===== src/design/pll_reconfig_pkg.sv =====
// Constants, carriers and state codes for the synthesiser reconfiguration block
package pll_reconfig_pkg;

  // Settings chain layout, bit 0 is the first bit shifted in
  localparam int CHAIN_BITS = 144;
  localparam int SEG_BITS = 18;
  localparam int NUM_SEGS = 7;
  localparam int SEG_C4 = 0;
  localparam int SEG_C0 = 4;
  localparam int SEG_FB = 5;
  localparam int SEG_PRE = 6;
  localparam int SEG_LOW_LSB = 0;
  localparam int SEG_SKIP = 8;
  localparam int SEG_HIGH_LSB = 9;
  localparam int SEG_HALF = 17;
  localparam int CNT_BITS = 8;
  localparam int PUMP_LSB = 126;
  localparam int PUMP_BITS = 3;
  localparam int FILT_LSB = 135;
  localparam int FILT_RES_LSB = 135;
  localparam int FILT_RES_BITS = 5;
  localparam int FILT_CAP_LSB = 140;
  localparam int FILT_CAP_BITS = 2;

  // Phase taps: index 0..4 output counters zero..four, index 5 feedback
  localparam int TAP_BITS = 3;
  localparam int NUM_TAPS = 6;
  localparam int NUM_OUT_CNT = 5;
  localparam int TAP_FB = 5;
  localparam logic [2:0] TGT_ALL = 3'h0;
  localparam logic [2:0] TGT_FB = 3'h1;
  localparam logic [2:0] TGT_C0 = 3'h2;

  // Register map and values after reset
  localparam logic [7:0] ADDR_CTRL = 8'h00;
  localparam logic [7:0] ADDR_STATUS = 8'h04;
  localparam logic [7:0] ADDR_TAPS = 8'h08;
  localparam logic [7:0] ADDR_CFG0 = 8'h0c;
  localparam logic [7:0] ADDR_CFG1 = 8'h10;
  localparam logic [7:0] ADDR_CFG2 = 8'h14;
  localparam logic [7:0] ADDR_CFG3 = 8'h18;
  localparam logic [7:0] ADDR_CFG4 = 8'h1c;
  localparam logic [7:0] APPLY_CYCLES_RST = 8'h08;
  localparam logic [7:0] STEP_CYCLES_RST = 8'h02;
  localparam int CTRL_APPLY_LSB = 0;
  localparam int CTRL_STEP_LSB = 8;

  // Reconfiguration link as seen at the pins
  typedef struct packed {
    logic recfg_clk;
    logic shift_enable;
    logic serial_setting_in;
    logic apply_settings;
    logic phase_step_request;
    logic phase_direction;
    logic [2:0] phase_target_select;
  } link_in_s;

  // Effective counter timing in half VCO cycles
  typedef struct packed {
    logic bypass;
    logic [8:0] high_half;
    logic [8:0] low_half;
  } cnt_eff_s;

  typedef enum logic [1:0] {
    PH_IDLE = 2'b00,
    PH_WAIT1 = 2'b01,
    PH_WAIT2 = 2'b11,
    PH_BUSY = 2'b10
  } phase_state_e;

endpackage : pll_reconfig_pkg


===== src/design/pll_reconfig.sv =====
// Settings chain, apply logic, phase stepper and APB registers
//
// Summary of operation
// - Chain holds exactly 144 setting bits
// - Counters 16 bits; pump, filter 9 each
// - Each counter segment adds skip, halfcycle
// - First shifted bit: counter four low LSB
// - Last shifted bit: filter setting MSB
// - Pump code only 0, 1, 3, 7
// - Resistor code only listed eleven values
// - Capacitor code only 0, 1, 3
// - Skip bit set ignores segment's other bits
// - Skipped counter divides by one
// - Phase step moves tap, chain untouched
// - One step is one eighth period
// - Output clocks keep running while stepping
// - Target select decode, registered on rising
// - Direction high forward, low backward
// - Request sampled on falling edge, held two
// - Second rising edge captures, starts step
// - Complete falls there, rises when done
// - One step per pulse, pulses spaced
// - Apply pulse loads chain into configuration
// - Apply busy flag falls when loaded
// - Count splits high/low; halfcycle moves half
//
// The register addresses and the APB interface to the registers were chosen for this implementation.
`timescale 1ns/1ps
`default_nettype none

module pll_reconfig
  import pll_reconfig_pkg::*;
(
  // Clock, reset, freeze
  input wire logic pclk,
  input wire logic presetn,
  input wire logic ce,
  // APB slave
  input wire logic psel,
  input wire logic penable,
  input wire logic pwrite,
  input wire logic [7:0] paddr,
  input wire logic [31:0] pwdata,
  output logic [31:0] prdata,
  output logic pready,
  output logic pslverr,
  // Reconfiguration link
  input wire link_in_s link,
  output logic phase_step_complete,
  output logic apply_in_progress,
  // Counter state toward the synthesiser
  output logic [NUM_TAPS-1:0][TAP_BITS-1:0] phase_tap,
  output cnt_eff_s [NUM_SEGS-1:0] counter_eff
);

  function automatic cnt_eff_s eff_f(input logic [SEG_BITS-1:0] seg);
    cnt_eff_s e;
    e.bypass = seg[SEG_SKIP];
    if (seg[SEG_SKIP]) begin
      e.high_half = 9'h001;
      e.low_half = 9'h001;
    end else begin
      e.high_half = {seg[SEG_HIGH_LSB +: CNT_BITS], 1'b0}
                    - {8'h00, seg[SEG_HALF]};
      e.low_half = {seg[SEG_LOW_LSB +: CNT_BITS], 1'b0}
                   + {8'h00, seg[SEG_HALF]};
    end
    return e;
  endfunction : eff_f

  function automatic logic codes_ok_f(input logic [CHAIN_BITS-1:0] c);
    logic ok;
    ok = 1'b1;
    case (c[PUMP_LSB +: PUMP_BITS])
      3'h0, 3'h1, 3'h3, 3'h7: ;
      default: ok = 1'b0;
    endcase
    case (c[FILT_RES_LSB +: FILT_RES_BITS])
      5'h00, 5'h03, 5'h04, 5'h08, 5'h10, 5'h13, 5'h14, 5'h18, 5'h1b,
      5'h1c, 5'h1e: ;
      default: ok = 1'b0;
    endcase
    case (c[FILT_CAP_LSB +: FILT_CAP_BITS])
      2'h0, 2'h1, 2'h3: ;
      default: ok = 1'b0;
    endcase
    return ok;
  endfunction : codes_ok_f

  function automatic logic tap_sel_f(input logic [2:0] tgt, input int idx);
    logic hit;
    hit = 1'b0;
    if (idx == TAP_FB) begin
      hit = (tgt == TGT_FB);
    end else begin
      hit = (tgt == TGT_ALL) || (tgt == 3'(TGT_C0 + idx));
    end
    return hit;
  endfunction : tap_sel_f

  // Pin synchroniser, the third stage lines data up with the clock edge
  link_in_s sync1_q, sync2_q, sync3_q;
  logic rise_evt, fall_evt;

  always_ff @(posedge pclk or negedge presetn) begin
    if (!presetn) begin
      sync1_q <= '0;
      sync2_q <= '0;
      sync3_q <= '0;
    end else if (ce) begin
      sync1_q <= link;
      sync2_q <= sync1_q;
      sync3_q <= sync2_q;
    end
  end

  // Data taken from stage three was sampled before the detected edge
  assign rise_evt = sync2_q.recfg_clk & ~sync3_q.recfg_clk;
  assign fall_evt = ~sync2_q.recfg_clk & sync3_q.recfg_clk;

  // Settings chain and apply
  logic [CHAIN_BITS-1:0] chain_q, chain_d, cfg_q, cfg_d;
  logic apply_seen_q, apply_seen_d, apply_evt;
  logic apply_in_progress_d, code_err_q, code_err_d;
  logic [7:0] apply_cnt_q, apply_cnt_d;
  cnt_eff_s [NUM_SEGS-1:0] eff_all, counter_eff_d;
  logic [7:0] apply_cycles_q, step_cycles_q;

  for (genvar s = 0; s < NUM_SEGS; s++) begin : g_eff
    assign eff_all[s] = eff_f(cfg_q[s*SEG_BITS +: SEG_BITS]);
  end

  assign apply_evt = rise_evt & sync3_q.apply_settings & ~apply_seen_q;

  always_comb begin
    chain_d = chain_q;
    cfg_d = cfg_q;
    apply_seen_d = apply_seen_q;
    apply_in_progress_d = apply_in_progress;
    apply_cnt_d = apply_cnt_q;
    code_err_d = code_err_q;
    counter_eff_d = counter_eff;
    if (rise_evt && sync3_q.shift_enable) begin
      // New bit enters at the top; after 144 shifts bit 0 is the first
      chain_d = {sync3_q.serial_setting_in, chain_q[CHAIN_BITS-1:1]};
    end
    if (rise_evt) begin
      apply_seen_d = sync3_q.apply_settings;
    end
    if (apply_evt) begin
      cfg_d = chain_q;
      apply_in_progress_d = 1'b1;
      apply_cnt_d = apply_cycles_q;
      code_err_d = ~codes_ok_f(chain_q);
    end else if (apply_in_progress) begin
      if (apply_cnt_q == 8'h00) begin
        counter_eff_d = eff_all;
        apply_in_progress_d = 1'b0;
      end else begin
        apply_cnt_d = apply_cnt_q - 8'h01;
      end
    end
  end

  always_ff @(posedge pclk or negedge presetn) begin
    if (!presetn) begin
      chain_q <= '0;
      cfg_q <= '0;
      apply_seen_q <= 1'b0;
      apply_in_progress <= 1'b0;
      apply_cnt_q <= 8'h00;
      code_err_q <= 1'b0;
      counter_eff <= '0;
    end else if (ce) begin
      chain_q <= chain_d;
      cfg_q <= cfg_d;
      apply_seen_q <= apply_seen_d;
      apply_in_progress <= apply_in_progress_d;
      apply_cnt_q <= apply_cnt_d;
      code_err_q <= code_err_d;
      counter_eff <= counter_eff_d;
    end
  end

  // Phase stepper; taps move only, clocks never stop
  phase_state_e ph_q, ph_d;
  logic armed_q, armed_d, dir_q, dir_d, complete_d;
  logic [2:0] tgt_q, tgt_d;
  logic [7:0] step_cnt_q, step_cnt_d;
  logic [NUM_TAPS-1:0][TAP_BITS-1:0] phase_tap_d;

  always_comb begin
    ph_d = ph_q;
    armed_d = armed_q;
    dir_d = dir_q;
    tgt_d = tgt_q;
    step_cnt_d = step_cnt_q;
    complete_d = phase_step_complete;
    phase_tap_d = phase_tap;
    // A pulse must be seen low once before it can start another step
    if (fall_evt && !sync3_q.phase_step_request) begin
      armed_d = 1'b1;
    end
    case (ph_q)
      PH_IDLE: begin
        if (fall_evt && sync3_q.phase_step_request && armed_q) begin
          ph_d = PH_WAIT1;
          armed_d = 1'b0;
        end
      end
      PH_WAIT1: begin
        if (rise_evt) begin
          ph_d = PH_WAIT2;
        end
      end
      PH_WAIT2: begin
        if (rise_evt) begin
          dir_d = sync3_q.phase_direction;
          tgt_d = sync3_q.phase_target_select;
          complete_d = 1'b0;
          step_cnt_d = step_cycles_q;
          ph_d = PH_BUSY;
        end
      end
      PH_BUSY: begin
        if (step_cnt_q == 8'h00) begin
          for (int i = 0; i < NUM_TAPS; i++) begin
            if (tap_sel_f(tgt_q, i)) begin
              // One of eight taps per VCO period, wraps around
              phase_tap_d[i] = dir_q ? phase_tap[i] + 3'h1
                                     : phase_tap[i] - 3'h1;
            end
          end
          complete_d = 1'b1;
          ph_d = PH_IDLE;
        end else begin
          step_cnt_d = step_cnt_q - 8'h01;
        end
      end
      default: ph_d = PH_IDLE;
    endcase
  end

  always_ff @(posedge pclk or negedge presetn) begin
    if (!presetn) begin
      ph_q <= PH_IDLE;
      armed_q <= 1'b0;
      dir_q <= 1'b0;
      tgt_q <= 3'h0;
      step_cnt_q <= 8'h00;
      phase_step_complete <= 1'b1;
      phase_tap <= '0;
    end else if (ce) begin
      ph_q <= ph_d;
      armed_q <= armed_d;
      dir_q <= dir_d;
      tgt_q <= tgt_d;
      step_cnt_q <= step_cnt_d;
      phase_step_complete <= complete_d;
      phase_tap <= phase_tap_d;
    end
  end

  // APB slave with one wait state so that read data is registered
  logic [31:0] prdata_d;
  logic pready_d, pslverr_d;
  logic [7:0] apply_cycles_d, step_cycles_d;
  logic acc_first, acc_done;

  assign acc_first = psel & penable & ~pready;
  assign acc_done = psel & penable & pready;

  always_comb begin
    prdata_d = 32'h0000_0000;
    pslverr_d = 1'b0;
    pready_d = acc_first;
    apply_cycles_d = apply_cycles_q;
    step_cycles_d = step_cycles_q;
    if (acc_first) begin
      case (paddr)
        ADDR_CTRL: prdata_d = {16'h0000, step_cycles_q, apply_cycles_q};
        ADDR_STATUS: prdata_d = {28'h0000000, sync3_q.shift_enable,
                                 code_err_q, phase_step_complete,
                                 apply_in_progress};
        ADDR_TAPS: prdata_d = {14'h0000, phase_tap};
        ADDR_CFG0: prdata_d = cfg_q[31:0];
        ADDR_CFG1: prdata_d = cfg_q[63:32];
        ADDR_CFG2: prdata_d = cfg_q[95:64];
        ADDR_CFG3: prdata_d = cfg_q[127:96];
        ADDR_CFG4: prdata_d = {16'h0000, cfg_q[143:128]};
        default: pslverr_d = 1'b1;
      endcase
    end
    // Writes land only at the edge that completes the access
    if (acc_done && pwrite && paddr == ADDR_CTRL) begin
      apply_cycles_d = pwdata[CTRL_APPLY_LSB +: 8];
      step_cycles_d = pwdata[CTRL_STEP_LSB +: 8];
    end
  end

  always_ff @(posedge pclk or negedge presetn) begin
    if (!presetn) begin
      prdata <= 32'h0000_0000;
      pready <= 1'b0;
      pslverr <= 1'b0;
      apply_cycles_q <= APPLY_CYCLES_RST;
      step_cycles_q <= STEP_CYCLES_RST;
    end else if (ce) begin
      prdata <= prdata_d;
      pready <= pready_d;
      pslverr <= pslverr_d;
      apply_cycles_q <= apply_cycles_d;
      step_cycles_q <= step_cycles_d;
    end
  end
endmodule : pll_reconfig

`default_nettype wire


===== config.mk =====
export PLATFORM = sky130hd
export DESIGN_NAME = pll_reconfig
export DESIGN_NICKNAME = d
export VERILOG_FILES = /design/src/design/pll_reconfig_pkg.sv /design/src/design/pll_reconfig.sv
export SDC_FILE = /design/constraint.sdc
export NUM_CORES = 1
export LEC_CHECK = 0
export BUFFER_PORTS_ARGS = -buffer_cell sky130_fd_sc_hd__buf_2
export CAP_MARGIN = 25
export CORE_ASPECT_RATIO = 1.25
export CORE_MARGIN = 1.5
export CORE_UTILIZATION = 53
export CTS_CLUSTER_DIAMETER = 30
export DETAILED_ROUTE_END_ITERATION = 8
export GPL_ROUTABILITY_DRIVEN = 1
export HOLD_SLACK_MARGIN = 0.05
export MAX_ROUTING_LAYER = met4
export PLACE_DENSITY = 0.76
export SLEW_MARGIN = 5
export SYNTH_ARGS = -nofsm -noshare
export SYNTH_HDL_FRONTEND = slang
export SYNTH_SLANG_ARGS = --single-unit

===== constraint.sdc =====
create_clock -name pclk -period 2.1 [get_ports pclk]
set_input_delay 0.315 -clock pclk [delete_from_list [all_inputs] [get_ports pclk]]
set_output_delay 0.315 -clock pclk [all_outputs]
set_load 0.005 [all_outputs]

==> Word-level counts from Yosys, hierarchy flattened <==
Cells that the tools add are included.
{ "op_classes": {"n_addsub": 28, "n_eq_ne": 37, "reduce_logical": 42, "n_mux": 53, "bitwise_logic": 13} }
{ "op_table": {"columns": ["operator", "count"], "rows": [
  ["$pmux W32 S8", 1],
  ["$mux W18", 7],
  ["$add A9 B1 Y9", 7],
  ["$sub A9 B1 Y9", 7],
  ["$mux W8", 5],
  ["$reduce_and A4 Y1", 9],
  ["$eq A5 B5 Y1 const B", 7],
  ["$eq A8 B5 Y1 const B", 4],
  ["$mux W32", 1],
  ["$mux W1", 26],
  ["$logic_not A8 Y1", 3],
  ["$add A3 B1 Y3 const B", 6],
  ["$mux W3", 6],
  ["$sub A3 B1 Y3 const B", 6],
  ["$eq A8 B4 Y1 const B", 2],
  ["$pmux W8 S2", 1],
  ["$sub A8 B1 Y8 const B", 2],
  ["$eq A3 B3 Y1 const B", 4],
  ["$ne A2 B2 Y1 const B", 6],
  ["$reduce_or A11 Y1", 1],
  ["$eq A3 B2 Y1 const B", 3],
  ["$eq A8 B3 Y1 const B", 1],
  ["$mux W2", 4],
  ["$pmux W2 S4", 1],
  ["22 further kinds", 53]
]} }
{ "word_totals": {"input_bits": 55, "ff_bits": 543, "elab_cells": 238, "out_inout_bits": 187} }

==> Depth between registers and ports, before layout <==
{ "depth": {"ltp_word": 7, "mapped_depth": 9, "mapped_depth_nobuf": 6} }

==> Worst setup path after synthesis <==
Ideal clock, no wire load.
{ "synth_timing": {"path_kind": "reg2reg", "startpoint": "register apply_cnt_q[0]", "endpoint": "register counter_eff[29] (netlist name)", "path_buffers": 3, "path_slack_ps": -182, "arrival_time_ps": 2145, "stages_incl_launch_ff": 10, "required_ps": 1963, "period_less_slack_ps": 2282, "path_cell_list": "dfrtp_1 > inv_1 > ha_1 > or3b_2 > or4_4 > buf_6 > buf_6 > buf_2 > nand2_1 > o31ai_2"} }
{ "synth_between": {"elab_chain_len": 2} }
{ "synth_lines": {"columns": ["element", "line_no", "text"], "rows": [
  ["start, declared", "pll_reconfig.sv:125", "logic [7:0] apply_cnt_q, apply_cnt_d;"],
  ["start signal, assigned", "pll_reconfig.sv:179", "apply_cnt_q <= apply_cnt_d;"],
  ["$logic_not A8 Y1", "pll_reconfig.sv:156", "if (apply_cnt_q == 8'h00) begin"],
  ["$reduce_and A4 Y1 (no line)", null, null],
  ["end signal, assigned", "pll_reconfig.sv:181", "counter_eff <= counter_eff_d;"],
  ["end, declared", "pll_reconfig.sv:53", "output cnt_eff_s [NUM_SEGS-1:0] counter_eff"]
]} }
Every way passes these cells.
A chain may end at the register's enable or synchronous reset.

==> Final worst setup path <==
{ "layout_timing": {"startpoint": "register apply_cnt_q[1]", "endpoint": "register counter_eff[110] (netlist name)"} }
Same word-level chain as after synthesis.

==> impl_results.md <==
- Status: finished with violations
- Failing checks: setup timing
- Synth Area in Simple Gates: 0.150
- Top_reg_cell synth: dfrtp_1
- Final WS setup: -0.220 ns
- Min Tclk post-route: 2.32 ns
- Post-Syn Area per Cell: 11.1 µm²
- Share of cells above drive strength 1: 0.326
- Pre-CTS setup slack: -0.205 ns
- Global route overflow: 0
- DP Wirelength: ~43,000 µm
- Port bufs: between 200 and 250
- Placer Congestion: ~0.93
- Max-slew violations: 0
- Worst reg2reg path depth: 7
- CP arrival: about 2.8 ns
- Routed Antenna Nets: 0
- Core footprint: 43,300 µm²
- CTS tree: done
- Skew final: ~0.017 ns
- Synthesized-area fraction occupied by xor and xnor cells: 0.0236
- YS warnings: 0
- Htree depth: 3
- Post-synth top area cell: dfrtp_1
- Cell repeated most along the worst path: buf_12
- Leading post-synthesis cells by instance count: 543 x nand2_1, 533 x dfrtp_1, 211 x mux2_2
- Synthesized area: roughly 23,000 µm²
- Crit-path cells: inv_2, ha_4, or3b_4, or4_4, buf_12, buf_12, a22o_1
- Final Hold Viols: 0
- Ports: 242
- Std-Cell Rows: 85
- First-pass DRT Iterations: 6
- Final WL: 67,200 µm
- Rel. slew slack: 0.328
- Largest net degree at the start of global routing: 84
- Period utilization: 1.10
- Number of buffers created by CTS: 91
- Hold Path Class: in -> reg
- Final Util: 0.694
- Adder-cell share of the synthesized area: 0.0110
- Top post-synthesis cells by area: dfrtp_1 57%, mux2_2 10%, nand2_1 8.7%
- Max VDD drop: ~0.00076 V
- Area share of the leading cell type in the synthesized netlist: 0.570
- Root Driver: clkbuf_16
- Initial core utilization: 0.540
- Maximum clock path buffer count: 3
- Via density: just under 6
- Worst Path Max Fanout: 17
- RSZ-0062 raised after global routing: yes
- Count leader, synth: nand2_1
- Largest stage delay, worst path: between 0.6 and 0.7 ns
- 1st-iter DRT viols: 1,291
- Hold path startpoint: psel
- Post-synthesis sequential area ratio: 0.574
- Flops & latches, synth: approximately 540
- Asr flop ratio synth: 1.00
- Mapped Cells: between 2,000 and 2,500
- WL per Instance: roughly 22 µm
- Overall die area: roughly 45,000 µm²
- Slowest cell on crit path: or4_4
- Clk slew on worst S/H paths: 0.06 ns
- Hold path depth: 4
- Design area: 30,000 µm²
- Clk Latency, worst-skew pair: between 0.6 and 0.7 ns
- Net Count, Synth: approximately 2,200
- TritonCTS Sinks: around 540
- CP delay by family, top: simple AND/OR/NAND/NOR gates
- Syn-to-layout area delta: 28.4%
- Min-Delay Endpoint: pslverr$_DFFE_PN0P_
- Dpl cell area: around 26,000 µm²
- First-pass GRT wire length: roughly 100,000 µm
- Crit. Startpoint: apply_cnt_q[1]$_DFFE_PN0P_
- Required time worst endpoint: approximately 2.6 ns
- Crit path kind: reg -> reg
- Die W: 191 µm
- Mux contribution to synthesized area: 0.131
- Number of synthesized flops with an enable pin: 0
- Final nets: ~2,500
- DRC: 0
- FF-to-FF Start: apply_cnt_q[1]$_DFFE_PN0P_
- Final setup viols: between 100 and 150
- R2R setup slack: -0.22 ns
- Cell area power density: between 1000 and 1500 nW/µm²
- Worst Tran Pin Value: ~1.0 ns
- Vias in the first global route: roughly 18,000
- Die Y: roughly 240 µm
- Critical path launch point type: register
- Antenna violations before repair: 1
- Compound-Gate Fraction of Synth Area: 0.0832
- Achievable frequency: 0.431 GHz
- Largest family of logic cells by synthesized area: simple AND/OR/NAND/NOR gates
- Synth cell types: between 60 and 70
- Number of max-cap violations: 0
- Crit. End Element: register
- Reg-to-Reg End: counter_eff[110]$_DFFE_PN0P_
- LEAKAGE: 0.0150 µW
- GRT Util Overall: 0.309
- Via Count: 17,983
- Crit path buffers/inverters: 3
## worst max path at each step
stage / end / slack [ns] / depth (start not counted)
3_3_place_gp: counter_eff[132]$_DFFE_PN0P_ / -0.13 / 6
6_report: counter_eff[110]$_DFFE_PN0P_ / -0.22 / 7
5_1_grt: counter_eff[86]$_DFFE_PN0P_ / -0.25 / 8
2_1_floorplan: counter_eff[105]$_DFFE_PN0P_ / -0.08 / 9
3_5_place_dp: counter_eff[49]$_DFFE_PN0P_ / -0.20 / 7
4_1_cts: counter_eff[22]$_DFFE_PN0P_ / -0.17 / 8
## cell families after synthesis
group                      count (synthesis)
and+or+nand+nor                          795
DFF                                      536
AOI/OAI and AO/OA                        286
muxes                                    262
buffers and inverters                    148
xor gates and xnor gates                  63
adders and majority gates                 17
## layer usage
layer  GRT usage  wire length, µm  vias up
li1            -                -     7935
met1       0.397            27100     9148
met2       0.487            33000      707
met3      0.0413             4000      193
met4       0.148             3100        0
met5           -                0        -
## state kept, by name (all words and copies together) (netlist names), 2 cells and up, named ones only
name,flops
counter_eff,126
step_cycles_q,8
chain_q,144
tgt_q,3
ph_q,2
prdata,32
sync1_q,9
apply_cnt_q,8
step_cnt_q,8
sync2_q,9
cfg_q,144
phase_tap,18
apply_cycles_q,8
sync3_q,9
## through the flow
stage,std cells,TNS [ns],hold WS (ns),total power (µW)
finish,3081,-18.02,0.147,32000
global route,3081,-22.73,0.191,33000
CTS,3075,-11.00,0.120,31900
detailed placement,2872,-11.69,0.273,15400
global placement,2872,-7.57,0.272,15300
floorplan,2107,-6.85,0.0194,13800
## cell usage in the layout (no fill, tap or decap), types with 17 or more instances in the layout
cell,netlist,routed
xor2_1,29,29
o21ai_1,2,34
dfrtp_1,533,533
nand2_2,0,21
nor3b_1,18,17
dlygate4sd3_1,0,26
nand2_1,543,515
buf_2,16,224
mux2i_1,36,36
o2bb2ai_1,22,22
nand2b_1,65,65
a21oi_1,36,36
inv_6,0,20
nor2_1,86,80
a22o_1,24,24
o21ai_0,101,62
bufinv_16,0,19
xnor2_1,34,34
clkbuf_16,0,92
o31ai_2,12,23
mux2_2,211,211
buf_4,7,76
buf_12,0,25
## where the power goes
part	switching [µW]	leakage, µW	internal, µW
Combinational	2110	0.00607	1760
Sequential	763	0.00734	11000
Clock	5680	0.00163	10700
Total	8560	0.0150	23400
## worst min-delay path, delay by kind of cell
family / cells / cell delay (ns)
compound gates: 1 / 0.08
buf+inv: 2 / 0.26
simple gates: 1 / 0.08
## cell type report
class                      instances  area [µm²]
inverter                          18        67.6
clock buffer                     102        2370
sequential                       536       13400
fill                            2910       13200
tap                              565         707
antenna                            1        2.50
timing repair buffer             368        2770
clock inverter                    68        1040
multi-input combinational       1423        9670
## what timing repair did
| action | in CTS | in global routing |
|---|---|---|
| pin swaps | 1 | 7 |
| buffers inserted | 2 | 4 |
| hold buffers | 26 | 0 |
| resized for setup | 40 | 92 |
| endpoints found under the setup margin | 119 | 131 |
| gates cloned | 5 | 1 |
| hold endpoints to repair | 291 | 0 |
(Power assumes the default switching activity.)
